File: src/hdl/ulf_pkg.sv
// Constants and helpers shared by the interrupt identification and line format block.
package ulf_pkg;

  // ****************************************************************
  // Register map
  // ****************************************************************
  localparam int unsigned ADDR_W = 3;
  localparam logic [2:0] OFS_DATA        = 3'h0;
  localparam logic [2:0] OFS_INT_ENABLE  = 3'h1;
  localparam logic [2:0] OFS_INT_IDENT   = 3'h2;
  localparam logic [2:0] OFS_LINE_FORMAT = 3'h3;
  localparam logic [2:0] OFS_DIV_LOW     = 3'h0;
  localparam logic [2:0] OFS_DIV_HIGH    = 3'h1;
  localparam logic [2:0] OFS_ENH_FEATURE = 3'h2;

  // ****************************************************************
  // Field positions and reset values
  // ****************************************************************
  localparam int unsigned LF_DLAB     = 7;
  localparam int unsigned LF_BREAK    = 6;
  localparam int unsigned LF_FORCE    = 5;
  localparam int unsigned LF_EVEN     = 4;
  localparam int unsigned LF_PAR_EN   = 3;
  localparam int unsigned LF_STOP     = 2;
  localparam int unsigned EF_ENHANCED = 4;
  localparam logic [7:0]  LF_RESET    = 8'h00;
  localparam logic [7:0]  EF_RESET    = 8'h00;
  localparam logic [7:0]  IE_RESET    = 8'h00;
  localparam logic [15:0] DIV_RESET   = 16'h0000;
  localparam logic [7:0]  READ_ZERO   = 8'h00;

  // ****************************************************************
  // Interrupt sources, highest priority first, and their codes
  // ****************************************************************
  localparam int unsigned NUM_SRC     = 7;
  localparam logic [2:0]  SRC_LINE    = 3'h0;
  localparam logic [2:0]  SRC_RXDATA  = 3'h1;
  localparam logic [2:0]  SRC_TIMEOUT = 3'h2;
  localparam logic [2:0]  SRC_TXEMPTY = 3'h3;
  localparam logic [2:0]  SRC_MODEM   = 3'h4;
  localparam logic [2:0]  SRC_XOFF    = 3'h5;
  localparam logic [2:0]  SRC_FLOW    = 3'h6;
  localparam logic [5:0]  CODE_LINE    = 6'h06;
  localparam logic [5:0]  CODE_RXDATA  = 6'h04;
  localparam logic [5:0]  CODE_TIMEOUT = 6'h0C;
  localparam logic [5:0]  CODE_TXEMPTY = 6'h02;
  localparam logic [5:0]  CODE_MODEM   = 6'h00;
  localparam logic [5:0]  CODE_XOFF    = 6'h10;
  localparam logic [5:0]  CODE_FLOW    = 6'h20;
  localparam logic [5:0]  CODE_NONE    = 6'h01;
  localparam logic [5:0]  CODE_ENH_MASK = 6'h30;
  localparam logic [1:0]  FIFO_ON_BITS  = 2'h3;
  localparam logic [1:0]  FIFO_OFF_BITS = 2'h0;

  // ****************************************************************
  // Character format
  // ****************************************************************
  localparam logic [1:0] WLEN_5 = 2'h0;
  localparam logic [2:0] DATA_BITS_MIN = 3'h5;
  localparam logic [2:0] STOP_HALVES_ONE     = 3'h2;
  localparam logic [2:0] STOP_HALVES_ONEHALF = 3'h3;
  localparam logic [2:0] STOP_HALVES_TWO     = 3'h4;

  typedef enum logic [2:0] {
    ULF_TX_IDLE   = 3'b000,
    ULF_TX_START  = 3'b001,
    ULF_TX_DATA   = 3'b010,
    ULF_TX_PARITY = 3'b011,
    ULF_TX_STOP   = 3'b100
  } ulf_tx_state_t;

  // Parity bit for a character of the programmed length.
  function automatic logic ulf_parity_bit(input logic [7:0] data, input logic [1:0] wlen,
                                          input logic even, input logic forced);
    logic [7:0] mask;
    mask = 8'hFF >> (2'h3 - wlen);
    if (forced) begin
      return ~even;
    end
    return (^(data & mask)) ^ ~even;
  endfunction

endpackage

File: src/hdl/ulf_int_priority.sv
// Picks the highest-priority pending interrupt source.
`timescale 1ns/1ps
`default_nettype none
module ulf_int_priority #(
  parameter int unsigned NUM = ulf_pkg::NUM_SRC
) (
  input  wire logic [NUM-1:0] pending,
  output logic                anyPending,
  output logic [2:0]          highest
);

  always_comb begin
    highest = 3'h0;
    for (int i = NUM - 1; i >= 0; i--) begin
      if (pending[i]) begin
        highest = 3'(i);
      end
    end
  end

  assign anyPending = |pending;

endmodule // ulf_int_priority
`default_nettype wire

File: src/hdl/ulf_tx_framer.sv
// Serialises one held character in the programmed line format.
`timescale 1ns/1ps
`default_nettype none
module ulf_tx_framer (
  input  wire logic       clock,
  input  wire logic       srst,
  input  wire logic       halfTick,
  input  wire logic       loadValid,
  input  wire logic [7:0] loadData,
  input  wire logic [1:0] wordLength,
  input  wire logic       parityEnable,
  input  wire logic       evenParity,
  input  wire logic       forceParity,
  input  wire logic       stopLong,
  input  wire logic       breakOn,
  output logic            holdEmpty,
  output logic            serialOut
);

  // ****************************************************************
  // Holding register and shifter
  // ****************************************************************
  ulf_pkg::ulf_tx_state_t state;
  logic [7:0] holdData;
  logic [7:0] shiftData;
  logic       parityBit;
  logic [2:0] bitCount;
  logic [2:0] halfCount;
  logic [2:0] stopHalves;
  logic       lineBit;
  logic [2:0] dataBits;

  assign dataBits = ulf_pkg::DATA_BITS_MIN + {1'b0, wordLength};
  always_comb begin
    if (!stopLong) begin
      stopHalves = ulf_pkg::STOP_HALVES_ONE;
    end else if (wordLength == ulf_pkg::WLEN_5) begin
      stopHalves = ulf_pkg::STOP_HALVES_ONEHALF;
    end else begin
      stopHalves = ulf_pkg::STOP_HALVES_TWO;
    end
  end

  // A write while the holding register is full is dropped.
  always_ff @(posedge clock) begin
    if (srst) begin
      holdEmpty <= 1'b1;
      holdData  <= 8'h00;
    end else if (loadValid && holdEmpty) begin
      holdEmpty <= 1'b0;
      holdData  <= loadData;
    end else if (state == ulf_pkg::ULF_TX_IDLE && !holdEmpty) begin
      holdEmpty <= 1'b1;
    end
  end

  always_ff @(posedge clock) begin
    if (srst) begin
      state     <= ulf_pkg::ULF_TX_IDLE;
      shiftData <= 8'h00;
      parityBit <= 1'b0;
      bitCount  <= 3'h0;
      halfCount <= 3'h0;
    end else begin
      case (state)
        ulf_pkg::ULF_TX_IDLE: begin
          if (!holdEmpty) begin
            state     <= ulf_pkg::ULF_TX_START;
            shiftData <= holdData;
            parityBit <= ulf_pkg::ulf_parity_bit(holdData, wordLength, evenParity,
                                                 forceParity);
            halfCount <= 3'h0;
          end
        end
        default: begin
          if (halfTick) begin
            if (state == ulf_pkg::ULF_TX_STOP ? halfCount + 3'h1 == stopHalves
                                              : halfCount == 3'h1) begin
              halfCount <= 3'h0;
              case (state)
                ulf_pkg::ULF_TX_START: begin
                  state    <= ulf_pkg::ULF_TX_DATA;
                  bitCount <= 3'h0;
                end
                ulf_pkg::ULF_TX_DATA: begin
                  shiftData <= shiftData >> 1;
                  bitCount  <= bitCount + 3'h1;
                  if (bitCount + 3'h1 == dataBits) begin
                    state <= parityEnable ? ulf_pkg::ULF_TX_PARITY
                                          : ulf_pkg::ULF_TX_STOP;
                  end
                end
                ulf_pkg::ULF_TX_PARITY: state <= ulf_pkg::ULF_TX_STOP;
                default:                state <= ulf_pkg::ULF_TX_IDLE;
              endcase
            end else begin
              halfCount <= halfCount + 3'h1;
            end
          end
        end
      endcase
    end
  end

  always_comb begin
    case (state)
      ulf_pkg::ULF_TX_START:  lineBit = 1'b0;
      ulf_pkg::ULF_TX_DATA:   lineBit = shiftData[0];
      ulf_pkg::ULF_TX_PARITY: lineBit = parityBit;
      default:                lineBit = 1'b1;
    endcase
  end

  // Break overrides the line but lets the current character run on underneath.
  always_ff @(posedge clock) begin
    if (srst) begin
      serialOut <= 1'b1;
    end else begin
      serialOut <= breakOn ? 1'b0 : lineBit;
    end
  end

endmodule // ulf_tx_framer
`default_nettype wire

File: src/hdl/ulf_line_control.sv
// Register file, prioritised interrupt identification and line format control.
`timescale 1ns/1ps
`default_nettype none

// What this block does
// - Seven priority levels; read returns the source frozen as highest when reported
// - Reported interrupt held until serviced
// - Identification read clears only reported interrupt
// - Line status code sets bits two, one
// - Received data code sets only bit two
// - Receive time-out code sets bits three, two
// - Transmit empty sets bit one; modem none
// - Xoff or special character sets bit four
// - Flow-control change sets only bit five
// - Bits five, four need enhanced enable
// - Xoff bit stays until Xon received
// - Top two bits show FIFOs enabled
// - Bit zero low while interrupt pending
// - Format top bit opens divisor, enhanced access
// - Top bit set hides general registers
// - Break bit holds serial output low
// - Forced parity is constant, inverse of even
// - Unforced parity: clear odd, set even
// - Parity enable appends and checks parity
// - Stop bit works with word length
// - Low bits set transmit and receive length
// - Stop: one, or one and a half/two when set
// - Length codes five through eight bits
module ulf_line_control #(
  parameter int unsigned DIV_W = 16
) (
  input  wire logic                       clock,
  input  wire logic                       srst,
  input  wire logic [ulf_pkg::ADDR_W-1:0] addr,
  input  wire logic [7:0]                 wrData,
  input  wire logic                       wrStrobe,
  input  wire logic                       rdStrobe,
  output logic      [7:0]                 rdData,
  input  wire logic                       fifoEnabled,
  input  wire logic                       lineStatusEvent,
  input  wire logic                       rxDataEvent,
  input  wire logic                       rxTimeoutEvent,
  input  wire logic                       modemChangeEvent,
  input  wire logic                       xoffDetected,
  input  wire logic                       xonReceived,
  input  wire logic                       flowChangeEvent,
  input  wire logic                       rxCharValid,
  input  wire logic [7:0]                 rxCharData,
  input  wire logic                       rxCharParity,
  output logic                            rxParityError,
  output logic [1:0]                      charLength,
  output logic                            parityEnable,
  output logic                            stopLong,
  output logic                            serialOut
);

  // ****************************************************************
  // Register bus decode
  // ****************************************************************
  logic [7:0]       lineFormat;
  logic [7:0]       enhFeature;
  logic [7:0]       intEnable;
  logic [DIV_W-1:0] divisor;
  logic             dlab;
  logic             enhanced;
  logic             generalWr;
  logic             generalRd;
  logic             altWr;

  assign dlab      = lineFormat[ulf_pkg::LF_DLAB];
  assign enhanced  = enhFeature[ulf_pkg::EF_ENHANCED];
  // The format register stays reachable both ways, else software could never leave.
  assign generalWr = wrStrobe && !dlab;
  assign generalRd = rdStrobe && !dlab;
  assign altWr     = wrStrobe && dlab;

  always_ff @(posedge clock) begin
    if (srst) begin
      lineFormat <= ulf_pkg::LF_RESET;
    end else if (wrStrobe && addr == ulf_pkg::OFS_LINE_FORMAT) begin
      lineFormat <= wrData;
    end
  end

  always_ff @(posedge clock) begin
    if (srst) begin
      divisor <= DIV_W'(ulf_pkg::DIV_RESET);
    end else if (altWr && addr == ulf_pkg::OFS_DIV_LOW) begin
      divisor[7:0] <= wrData;
    end else if (altWr && addr == ulf_pkg::OFS_DIV_HIGH) begin
      divisor[DIV_W-1:8] <= wrData[DIV_W-9:0];
    end
  end

  always_ff @(posedge clock) begin
    if (srst) begin
      enhFeature <= ulf_pkg::EF_RESET;
    end else if (altWr && addr == ulf_pkg::OFS_ENH_FEATURE) begin
      enhFeature <= wrData;
    end
  end

  always_ff @(posedge clock) begin
    if (srst) begin
      intEnable <= ulf_pkg::IE_RESET;
    end else if (generalWr && addr == ulf_pkg::OFS_INT_ENABLE) begin
      intEnable <= wrData;
    end
  end

  // ****************************************************************
  // Interrupt pending flags
  // ****************************************************************
  logic [ulf_pkg::NUM_SRC-1:0] pending;
  logic [ulf_pkg::NUM_SRC-1:0] eligible;
  logic [ulf_pkg::NUM_SRC-1:0] setEvent;
  logic [ulf_pkg::NUM_SRC-1:0] clrEvent;
  logic [ulf_pkg::NUM_SRC-1:0] next_pending;
  logic                        txHoldEmpty;
  logic                        txHoldEmptyLast;
  logic                        identRead;
  logic                        curValid;
  logic [2:0]                  curSrc;
  logic                        anyEligible;
  logic [2:0]                  topSrc;

  assign identRead = generalRd && addr == ulf_pkg::OFS_INT_IDENT;

  always_comb begin
    setEvent = '0;
    setEvent[ulf_pkg::SRC_LINE]    = lineStatusEvent;
    setEvent[ulf_pkg::SRC_RXDATA]  = rxDataEvent;
    setEvent[ulf_pkg::SRC_TIMEOUT] = rxTimeoutEvent;
    setEvent[ulf_pkg::SRC_TXEMPTY] = txHoldEmpty && !txHoldEmptyLast;
    setEvent[ulf_pkg::SRC_MODEM]   = modemChangeEvent;
    setEvent[ulf_pkg::SRC_XOFF]    = xoffDetected && enhanced;
    setEvent[ulf_pkg::SRC_FLOW]    = flowChangeEvent && enhanced;
  end

  always_comb begin
    clrEvent = '0;
    if (identRead && curValid && curSrc != ulf_pkg::SRC_XOFF) begin
      clrEvent[curSrc] = 1'b1;
    end
    clrEvent[ulf_pkg::SRC_XOFF] = xonReceived;
  end

  // An event in the same cycle as its clear survives.
  assign next_pending = (pending & ~clrEvent) | setEvent;

  always_ff @(posedge clock) begin
    if (srst) begin
      pending <= '0;
    end else begin
      pending <= next_pending;
    end
  end

  always_ff @(posedge clock) begin
    if (srst) begin
      txHoldEmptyLast <= 1'b1;
    end else begin
      txHoldEmptyLast <= txHoldEmpty;
    end
  end

  // Enable bits follow the source numbering; enhanced sources vanish when disabled.
  always_comb begin
    eligible = pending & intEnable[ulf_pkg::NUM_SRC-1:0];
    if (!enhanced) begin
      eligible[ulf_pkg::SRC_XOFF] = 1'b0;
      eligible[ulf_pkg::SRC_FLOW] = 1'b0;
    end
  end

  ulf_int_priority #(
    .NUM (ulf_pkg::NUM_SRC)
  ) u_priority (
    .pending    (eligible),
    .anyPending (anyEligible),
    .highest    (topSrc)
  );

  // ****************************************************************
  // Reported interrupt
  // ****************************************************************
  // The reported source is frozen so a newer, higher event cannot change the
  // code between service routine dispatch and the clearing read.
  always_ff @(posedge clock) begin
    if (srst) begin
      curValid <= 1'b0;
      curSrc   <= 3'h0;
    end else if (!curValid) begin
      curValid <= anyEligible;
      curSrc   <= topSrc;
    end else if ((identRead && curSrc != ulf_pkg::SRC_XOFF) || !eligible[curSrc]) begin
      curValid <= 1'b0;
    end
  end

  logic [5:0] identCode;
  logic [7:0] identByte;

  always_comb begin
    if (!curValid) begin
      identCode = ulf_pkg::CODE_NONE;
    end else begin
      case (curSrc)
        ulf_pkg::SRC_LINE:    identCode = ulf_pkg::CODE_LINE;
        ulf_pkg::SRC_RXDATA:  identCode = ulf_pkg::CODE_RXDATA;
        ulf_pkg::SRC_TIMEOUT: identCode = ulf_pkg::CODE_TIMEOUT;
        ulf_pkg::SRC_TXEMPTY: identCode = ulf_pkg::CODE_TXEMPTY;
        ulf_pkg::SRC_MODEM:   identCode = ulf_pkg::CODE_MODEM;
        ulf_pkg::SRC_XOFF:    identCode = ulf_pkg::CODE_XOFF;
        ulf_pkg::SRC_FLOW:    identCode = ulf_pkg::CODE_FLOW;
        default:              identCode = ulf_pkg::CODE_NONE;
      endcase
    end
    if (!enhanced) begin
      identCode = identCode & ~ulf_pkg::CODE_ENH_MASK;
    end
    identByte = {fifoEnabled ? ulf_pkg::FIFO_ON_BITS : ulf_pkg::FIFO_OFF_BITS,
                 identCode};
  end

  // ****************************************************************
  // Read data
  // ****************************************************************
  logic [7:0] next_rdData;

  always_comb begin
    next_rdData = ulf_pkg::READ_ZERO;
    if (addr == ulf_pkg::OFS_LINE_FORMAT) begin
      next_rdData = lineFormat;
    end else if (dlab) begin
      case (addr)
        ulf_pkg::OFS_DIV_LOW:     next_rdData = divisor[7:0];
        ulf_pkg::OFS_DIV_HIGH:    next_rdData = 8'(divisor[DIV_W-1:8]);
        ulf_pkg::OFS_ENH_FEATURE: next_rdData = enhFeature;
        default:                  next_rdData = ulf_pkg::READ_ZERO;
      endcase
    end else begin
      case (addr)
        ulf_pkg::OFS_INT_ENABLE:  next_rdData = intEnable;
        ulf_pkg::OFS_INT_IDENT:   next_rdData = identByte;
        default:                  next_rdData = ulf_pkg::READ_ZERO;
      endcase
    end
  end

  always_ff @(posedge clock) begin
    if (srst) begin
      rdData <= ulf_pkg::READ_ZERO;
    end else if (rdStrobe) begin
      rdData <= next_rdData;
    end else begin
      rdData <= ulf_pkg::READ_ZERO;
    end
  end

  // ****************************************************************
  // Baud half-bit tick
  // ****************************************************************
  // One tick per divisor clocks marks half a bit, which is what 1.5 stop bits need.
  // A zero divisor stops the transmitter.
  logic [DIV_W-1:0] baudCount;
  logic             halfTick;

  always_ff @(posedge clock) begin
    if (srst) begin
      baudCount <= '0;
      halfTick  <= 1'b0;
    end else if (divisor == '0 || baudCount + DIV_W'(1) >= divisor) begin
      baudCount <= '0;
      halfTick  <= divisor != '0;
    end else begin
      baudCount <= baudCount + DIV_W'(1);
      halfTick  <= 1'b0;
    end
  end

  // ****************************************************************
  // Transmitter and receive parity check
  // ****************************************************************
  ulf_tx_framer u_tx (
    .clock        (clock),
    .srst         (srst),
    .halfTick     (halfTick),
    .loadValid    (generalWr && addr == ulf_pkg::OFS_DATA),
    .loadData     (wrData),
    .wordLength   (lineFormat[1:0]),
    .parityEnable (lineFormat[ulf_pkg::LF_PAR_EN]),
    .evenParity   (lineFormat[ulf_pkg::LF_EVEN]),
    .forceParity  (lineFormat[ulf_pkg::LF_FORCE]),
    .stopLong     (lineFormat[ulf_pkg::LF_STOP]),
    .breakOn      (lineFormat[ulf_pkg::LF_BREAK]),
    .holdEmpty    (txHoldEmpty),
    .serialOut    (serialOut)
  );

  always_ff @(posedge clock) begin
    if (srst) begin
      rxParityError <= 1'b0;
    end else if (rxCharValid) begin
      rxParityError <= lineFormat[ulf_pkg::LF_PAR_EN] &&
                       rxCharParity != ulf_pkg::ulf_parity_bit(rxCharData,
                           lineFormat[1:0], lineFormat[ulf_pkg::LF_EVEN],
                           lineFormat[ulf_pkg::LF_FORCE]);
    end
  end

  always_ff @(posedge clock) begin
    if (srst) begin
      charLength   <= ulf_pkg::WLEN_5;
      parityEnable <= 1'b0;
      stopLong     <= 1'b0;
    end else begin
      charLength   <= lineFormat[1:0];
      parityEnable <= lineFormat[ulf_pkg::LF_PAR_EN];
      stopLong     <= lineFormat[ulf_pkg::LF_STOP];
    end
  end

endmodule // ulf_line_control
`default_nettype wire

File: config.mk
export PLATFORM = sky130hd
export DESIGN_NAME = ulf_line_control
export DESIGN_NICKNAME = d
export VERILOG_FILES = /design/src/hdl/ulf_pkg.sv /design/src/hdl/ulf_int_priority.sv /design/src/hdl/ulf_tx_framer.sv /design/src/hdl/ulf_line_control.sv
export SDC_FILE = /design/constraint.sdc
export NUM_CORES = 1
export LEC_CHECK = 0
export BUFFER_PORTS_ARGS = -buffer_cell sky130_fd_sc_hd__buf_2
export CAP_MARGIN = 25
export CORE_ASPECT_RATIO = 1.5
export CORE_MARGIN = 1.5
export CORE_UTILIZATION = 65
export CTS_BUF_LIST = sky130_fd_sc_hd__clkbuf_8
export CTS_CLUSTER_SIZE = 14
export DETAILED_ROUTE_END_ITERATION = 8
export PLACE_DENSITY = 0.86
export SYNTH_ARGS = -nofsm -noshare
export SYNTH_HDL_FRONTEND = slang
export SYNTH_SLANG_ARGS = --single-unit
File: constraint.sdc
create_clock -name clock -period 5.2 [get_ports clock]
set_clock_uncertainty 0.2 [all_clocks]
set_input_delay 0.52 -clock clock [delete_from_list [all_inputs] [get_ports clock]]
set_output_delay 0.52 -clock clock [all_outputs]
set_load 0.02 [all_outputs]
# Word-level counts from Yosys, hierarchy flattened
# Cells that the tools add are included.
dict set report word_totals {
  reg_bits 110
  output_inout_bits 14
}
dict set report op_classes {
  n_addsub 5
  n_lt_le_gt_ge 3
  n_eq_ne 20
  shifts 1
  muxes 58
  bitwise_logic 14
  n_reduce_logical 49
}
# op n
set op_table {}
lappend op_table {{$mux 3} 19}
lappend op_table {{$mux 8} 7}
lappend op_table {{$pmux 6 s7} 1}
lappend op_table {{$pmux 8 s3} 1}
lappend op_table {{$logic_and 1x1->1} 20}
lappend op_table {{$mux 1} 19}
lappend op_table {{$eq 3x2->1 const B} 6}
lappend op_table {{$add 16x1->16 const B} 1}
lappend op_table {{$and 8x8->8} 2}
lappend op_table {{$ge 16x16->1} 1}
lappend op_table {{$logic_not 16->1} 1}
lappend op_table {{$pmux 8 s2} 1}
lappend op_table {{$reduce_bool 16->1} 1}
lappend op_table {{$reduce_xor 8->1} 2}
lappend op_table {{$and 7x7->7} 2}
lappend op_table {{$eq 3x1->1 const B} 4}
lappend op_table {{$eq 3x3->1 const B} 4}
lappend op_table {{$mux 6} 2}
lappend op_table {{$reduce_and 4->1} 3}
lappend op_table {{$reduce_bool 2->1} 5}
lappend op_table {{$logic_not 3->1} 3}
lappend op_table {{$pmux 3 s3} 1}
lappend op_table {{$shr 8x2->8 const A} 1}
lappend op_table {{$mux 7} 1}
lappend op_table {{other kinds (25)} 42}

# Logic depth before layout (Yosys ltp)
dict set report depth {
  word_depth 10
  mapped_depth 13
}

# By module
# Synthesis repeated with hierarchy kept, for this count alone.
dict set report hier_totals {
  cells_unflattened 677
  area_unflattened_um2 5776.8
}
# mod instances cells_each area_each_um2
set by_module_without_submodules {}
lappend by_module_without_submodules {ulf_line_control 1 471 4078.9}
lappend by_module_without_submodules {ulf_tx_framer 1 195 1625.3}
lappend by_module_without_submodules {ulf_int_priority 1 11 72.6}

# Worst setup path after synthesis
# Ideal clock, no wire load.
dict set report synth_path {
  kind {reg-to-reg}
  from {register baudCount[0]}
  to {register baudCount[10]}
  setup_time_ps 118
  arrival_time_ps 2448
  required_ps 4882
  slack_ps 2435
  path_stages_with_launch 14
  period_less_slack_ps 2765
  cell_sequence {dfxtp_1 ha_1 and3_1 clkbuf_1 nand3_1 xnor2_1 ha_1 nand2_1 o21ai_1 a211o_1 a41oi_2 o311ai_4 buf_2 nor2b_1}
}
dict set report synth_via {
  elab_chain_len 4
}
# item line_no
set synth_rtl {}
lappend synth_rtl {{from (decl)} ulf_line_control.sv:266} ;# logic [DIV_W-1:0] baudCount;
lappend synth_rtl {{from (signal assigned)} ulf_line_control.sv:277} ;# baudCount <= baudCount + DIV_W'(1);
lappend synth_rtl {{$add 16x1->16 *} {ulf_line_control.sv:273, ulf_line_control.sv:277}}
lappend synth_rtl {{$ge 16x16->1} ulf_line_control.sv:273} ;# end else if (divisor == '0 || baudCount + DIV_W'(1) >= divisor) begin
lappend synth_rtl {{$logic_or 1x1->1} ulf_line_control.sv:273}
lappend synth_rtl {{$reduce_or 2->1 (no line)} n/a}
# Every way passes the cells marked *; elsewhere a longest branch is shown, timed or not.
# A chain may end at the register's enable or synchronous reset.

# Worst setup path in the final report
dict set report layout_path {
  from {register baudCount[0]}
  to {register baudCount[0]}
}
# The elaborated chain is that of the path after synthesis.

==> impl_metrics.ini <==
[run_status]
status = finished, final reports clean

[logic_synthesis]
yosysSeqAreaShare = 0.395
synthXorXnorAreaFrac = 0.0574
synth_top_area_share = 0.395
synth_area_leader_cell = dfxtp_1
synth_ff_type = dfxtp_1
yosys_warnings = 0
synth_compound_area_frac = 0.130
yosys.area_share.simple = 0.230
synth_cell_types = 73
synth_top_family_by_area = simple AND/OR/NAND/NOR gates
synth_edf_count = 0
synth_nets = 693
synth.avg_cell_area_sq_um = 8.74
synth_area_leaders = dfxtp_1 (39%), mux2i_1 (8.6%), nor2_1 (6.1%)
muxShareOfSynthArea = 0.0922
syn_area_sq_mm = 0.00558
ys_seq_elements = 110
synth_fa_ha_area_frac = 0.0494
async_reset_ff_frac = 0
netlist_instances = 638

[cells_and_area]
fillers = 634
diodes = 0
nets = 718
most-common-layout-cells = dfxtp_1 (110), nor2_1 (91), nand2_1 (67), mux2i_1 (48), buf_2 (46)
area_growth_pct = 7.43
fin_util = 0.716
drive_gt1_frac = 0.121
multi_input_area_sq_mm = 0.00312
layout_commonest_cell = dfxtp_1
regArea_sq_mm = 0.00220

[floorplan]
die_h_um = 116
core-area_sq_mm = 0.00836
ios = 47
initial_core_util = 0.667
die_x_um = 78.6
die-area_sq_mm = 0.00916
rows = 41

[sta]
post-route-min-period_ns = 3.16
whs_ns = 0.147
tightest_slew_ns = 0.691
fin_tns_setup_ns = 0
hold_violations = 0
fmax_mhz = 316
slew_headroom = 0.538
post-route-period-util = 0.608
rsz0062_at_grt = no
setup_viol = 0
drv_slew = 0

[worst_setup_path]
max_stage_delay_ns = 0.68
crit_path_top_delay_cell = o311ai_4
crit_chain = ha_1 > and3_1 > nand3_1 > xnor2_1 > ha_1 > nand2_1 > o21ai_1 > a211o_1 > a41oi_2 > o311ai_4 > nor2_1
startpoint_type = flop
worst-path-max-fanout = 16
cp-end-kind = flop
cp.arrival_ns = 3.20
crit_path_frequent_cell = ha_1
path_class = flop to flop
cp.required_ns = 5.24

[detailed_routing]
dr.first_iter.drc_count = 441
vias = 4726
wl_per_cell_um = 17.0
first_pass_iters = 5
wl_um = 13100
viasPerCell = 6.10
drtAntennaViolNets = 0
post-route-drc-count = 0

[clock_tree]
cts_resized = 0
h-tree-depth = 3
clock_sinks = 110
hold_buffers = 0
path_clk_slew_ns = 0.10
clock_latency_ns = 0.39
cts.path.max_buffers = 2
cts_tree = built
post_cts_buffers = 0
root_buffer = clkbuf_8
numCtsBuffers = 9

[global_routing]
antenna_found_initial = 0
first_global_vias = 4630
grt_overflow = 0
grt_pass1_wl_um = 21600
grt_max_degree = 57
grt.total_usage = 0.304

[pwr]
power.density_mw_per_mm2 = 249
ir_drop_mv = 0.180
p_total_mw = 1.49
p_leak_nw = 2.31

[placement]
place_congestion = 0.963
hpwl_um = 9440
numPortBuffers = 46

[hold_path]
holdCritPathClass = primary input to flop

[run]
cap_viol_max_count = 0
state kept, by name, indices dropped and copies added (netlist names), 7 cells and up:
signal and count:
rdData 8, u_tx.shiftData 8, u_tx.holdData 8, enhFeature 8, divisor 16, baudCount 16
intEnable 8, lineFormat 8, pending 7
metal layers:
metal / vias up / routed length [um] / global-route usage
li1: 2257 / - / -
met1: 2255 / 5110 / 0.344
met2: 170 / 6630 / 0.540
met3: 44 / 823 / 0.0578
met4: 0 / 582 / 0.158
met5: - / 0 / 0
cell type report:
| type | count | share of cell area |
|---|---|---|
| multi-input cells | 469 | 0.520 |
| well taps | 107 | 0.0223 |
| clock buffers | 11 | 0.0253 |
| inverters | 26 | 0.0163 |
| clock inverters | 5 | 0.00835 |
| repair buffers | 47 | 0.0397 |
| flip-flops and latches | 110 | 0.368 |
kinds of logic after synthesis:
family | count (synthesis)
flip-flops | 110
multiplexers | 50
AO/OA/AOI/OAI | 104
AND/OR/NAND/NOR | 258
adder cells (fa/ha/maj) | 22
buffers and inverters | 59
XOR/XNOR | 35
synthesized netlist by cell type, drive strengths merged, types with 3 or more instances:
cell,n
dfxtp,110
nand2b,13
nor2b,21
a21oi,34
nor2,94
a22oi,5
or3,3
buf,16
nand4b,3
ha,22
nand3,17
a221oi,5
mux2i,48
nand4,5
inv,26
o21ai,18
a2111oi,3
a311oi,8
xnor2,23
nor3,8
a21o,3
nor4,6
clkbuf,17
a41oi,3
and3,7
xor2,11
nand2,67
power by group:
group          internal [mW]  leakage, nW  total (mW)  switching (mW)
Clock                  0.245        0.108       0.533           0.288
Sequential             0.852        0.889       0.863          0.0109
Combinational         0.0376         1.32      0.0975          0.0598
through the flow:
| stage | cell area, sq um | cells | setup WS, ns |
|---|---|---|---|
| 2_1_floorplan | 5580 | 638 | 2.43 |
| 3_3_place_gp | 5790 | 759 | 2.36 |
| 3_5_place_dp | 5790 | 759 | 2.08 |
| 4_1_cts | 5990 | 775 | 2.06 |
| 5_1_grt | 5990 | 775 | 1.89 |
| 6_report | 5990 | 775 | 2.04 |
path summary, 6_finish.rpt:
kind	startpoint	slack (ns)	cells past startpoint	endpoint
min reg2reg	u_tx.bitCount[1]	0.27	2	u_tx.bitCount[1]
max	baudCount[0]	2.04	11	baudCount[0]
min	rxTimeoutEvent	0.15	3	pending[2]
max reg2reg	baudCount[0]	2.04	11	baudCount[0]
critical path, delay by kind of cell, from the launching register on:
kind / cells / cell delay (ns)
AO/OA/AOI/OAI: 4 / 1.04
AND/OR/NAND/NOR: 4 / 0.63
flip-flops: 1 / 0.42
adder cells (fa/ha/maj): 2 / 0.54
XOR/XNOR: 1 / 0.17
No activity file was read; power rests on OpenSTA's default activity.
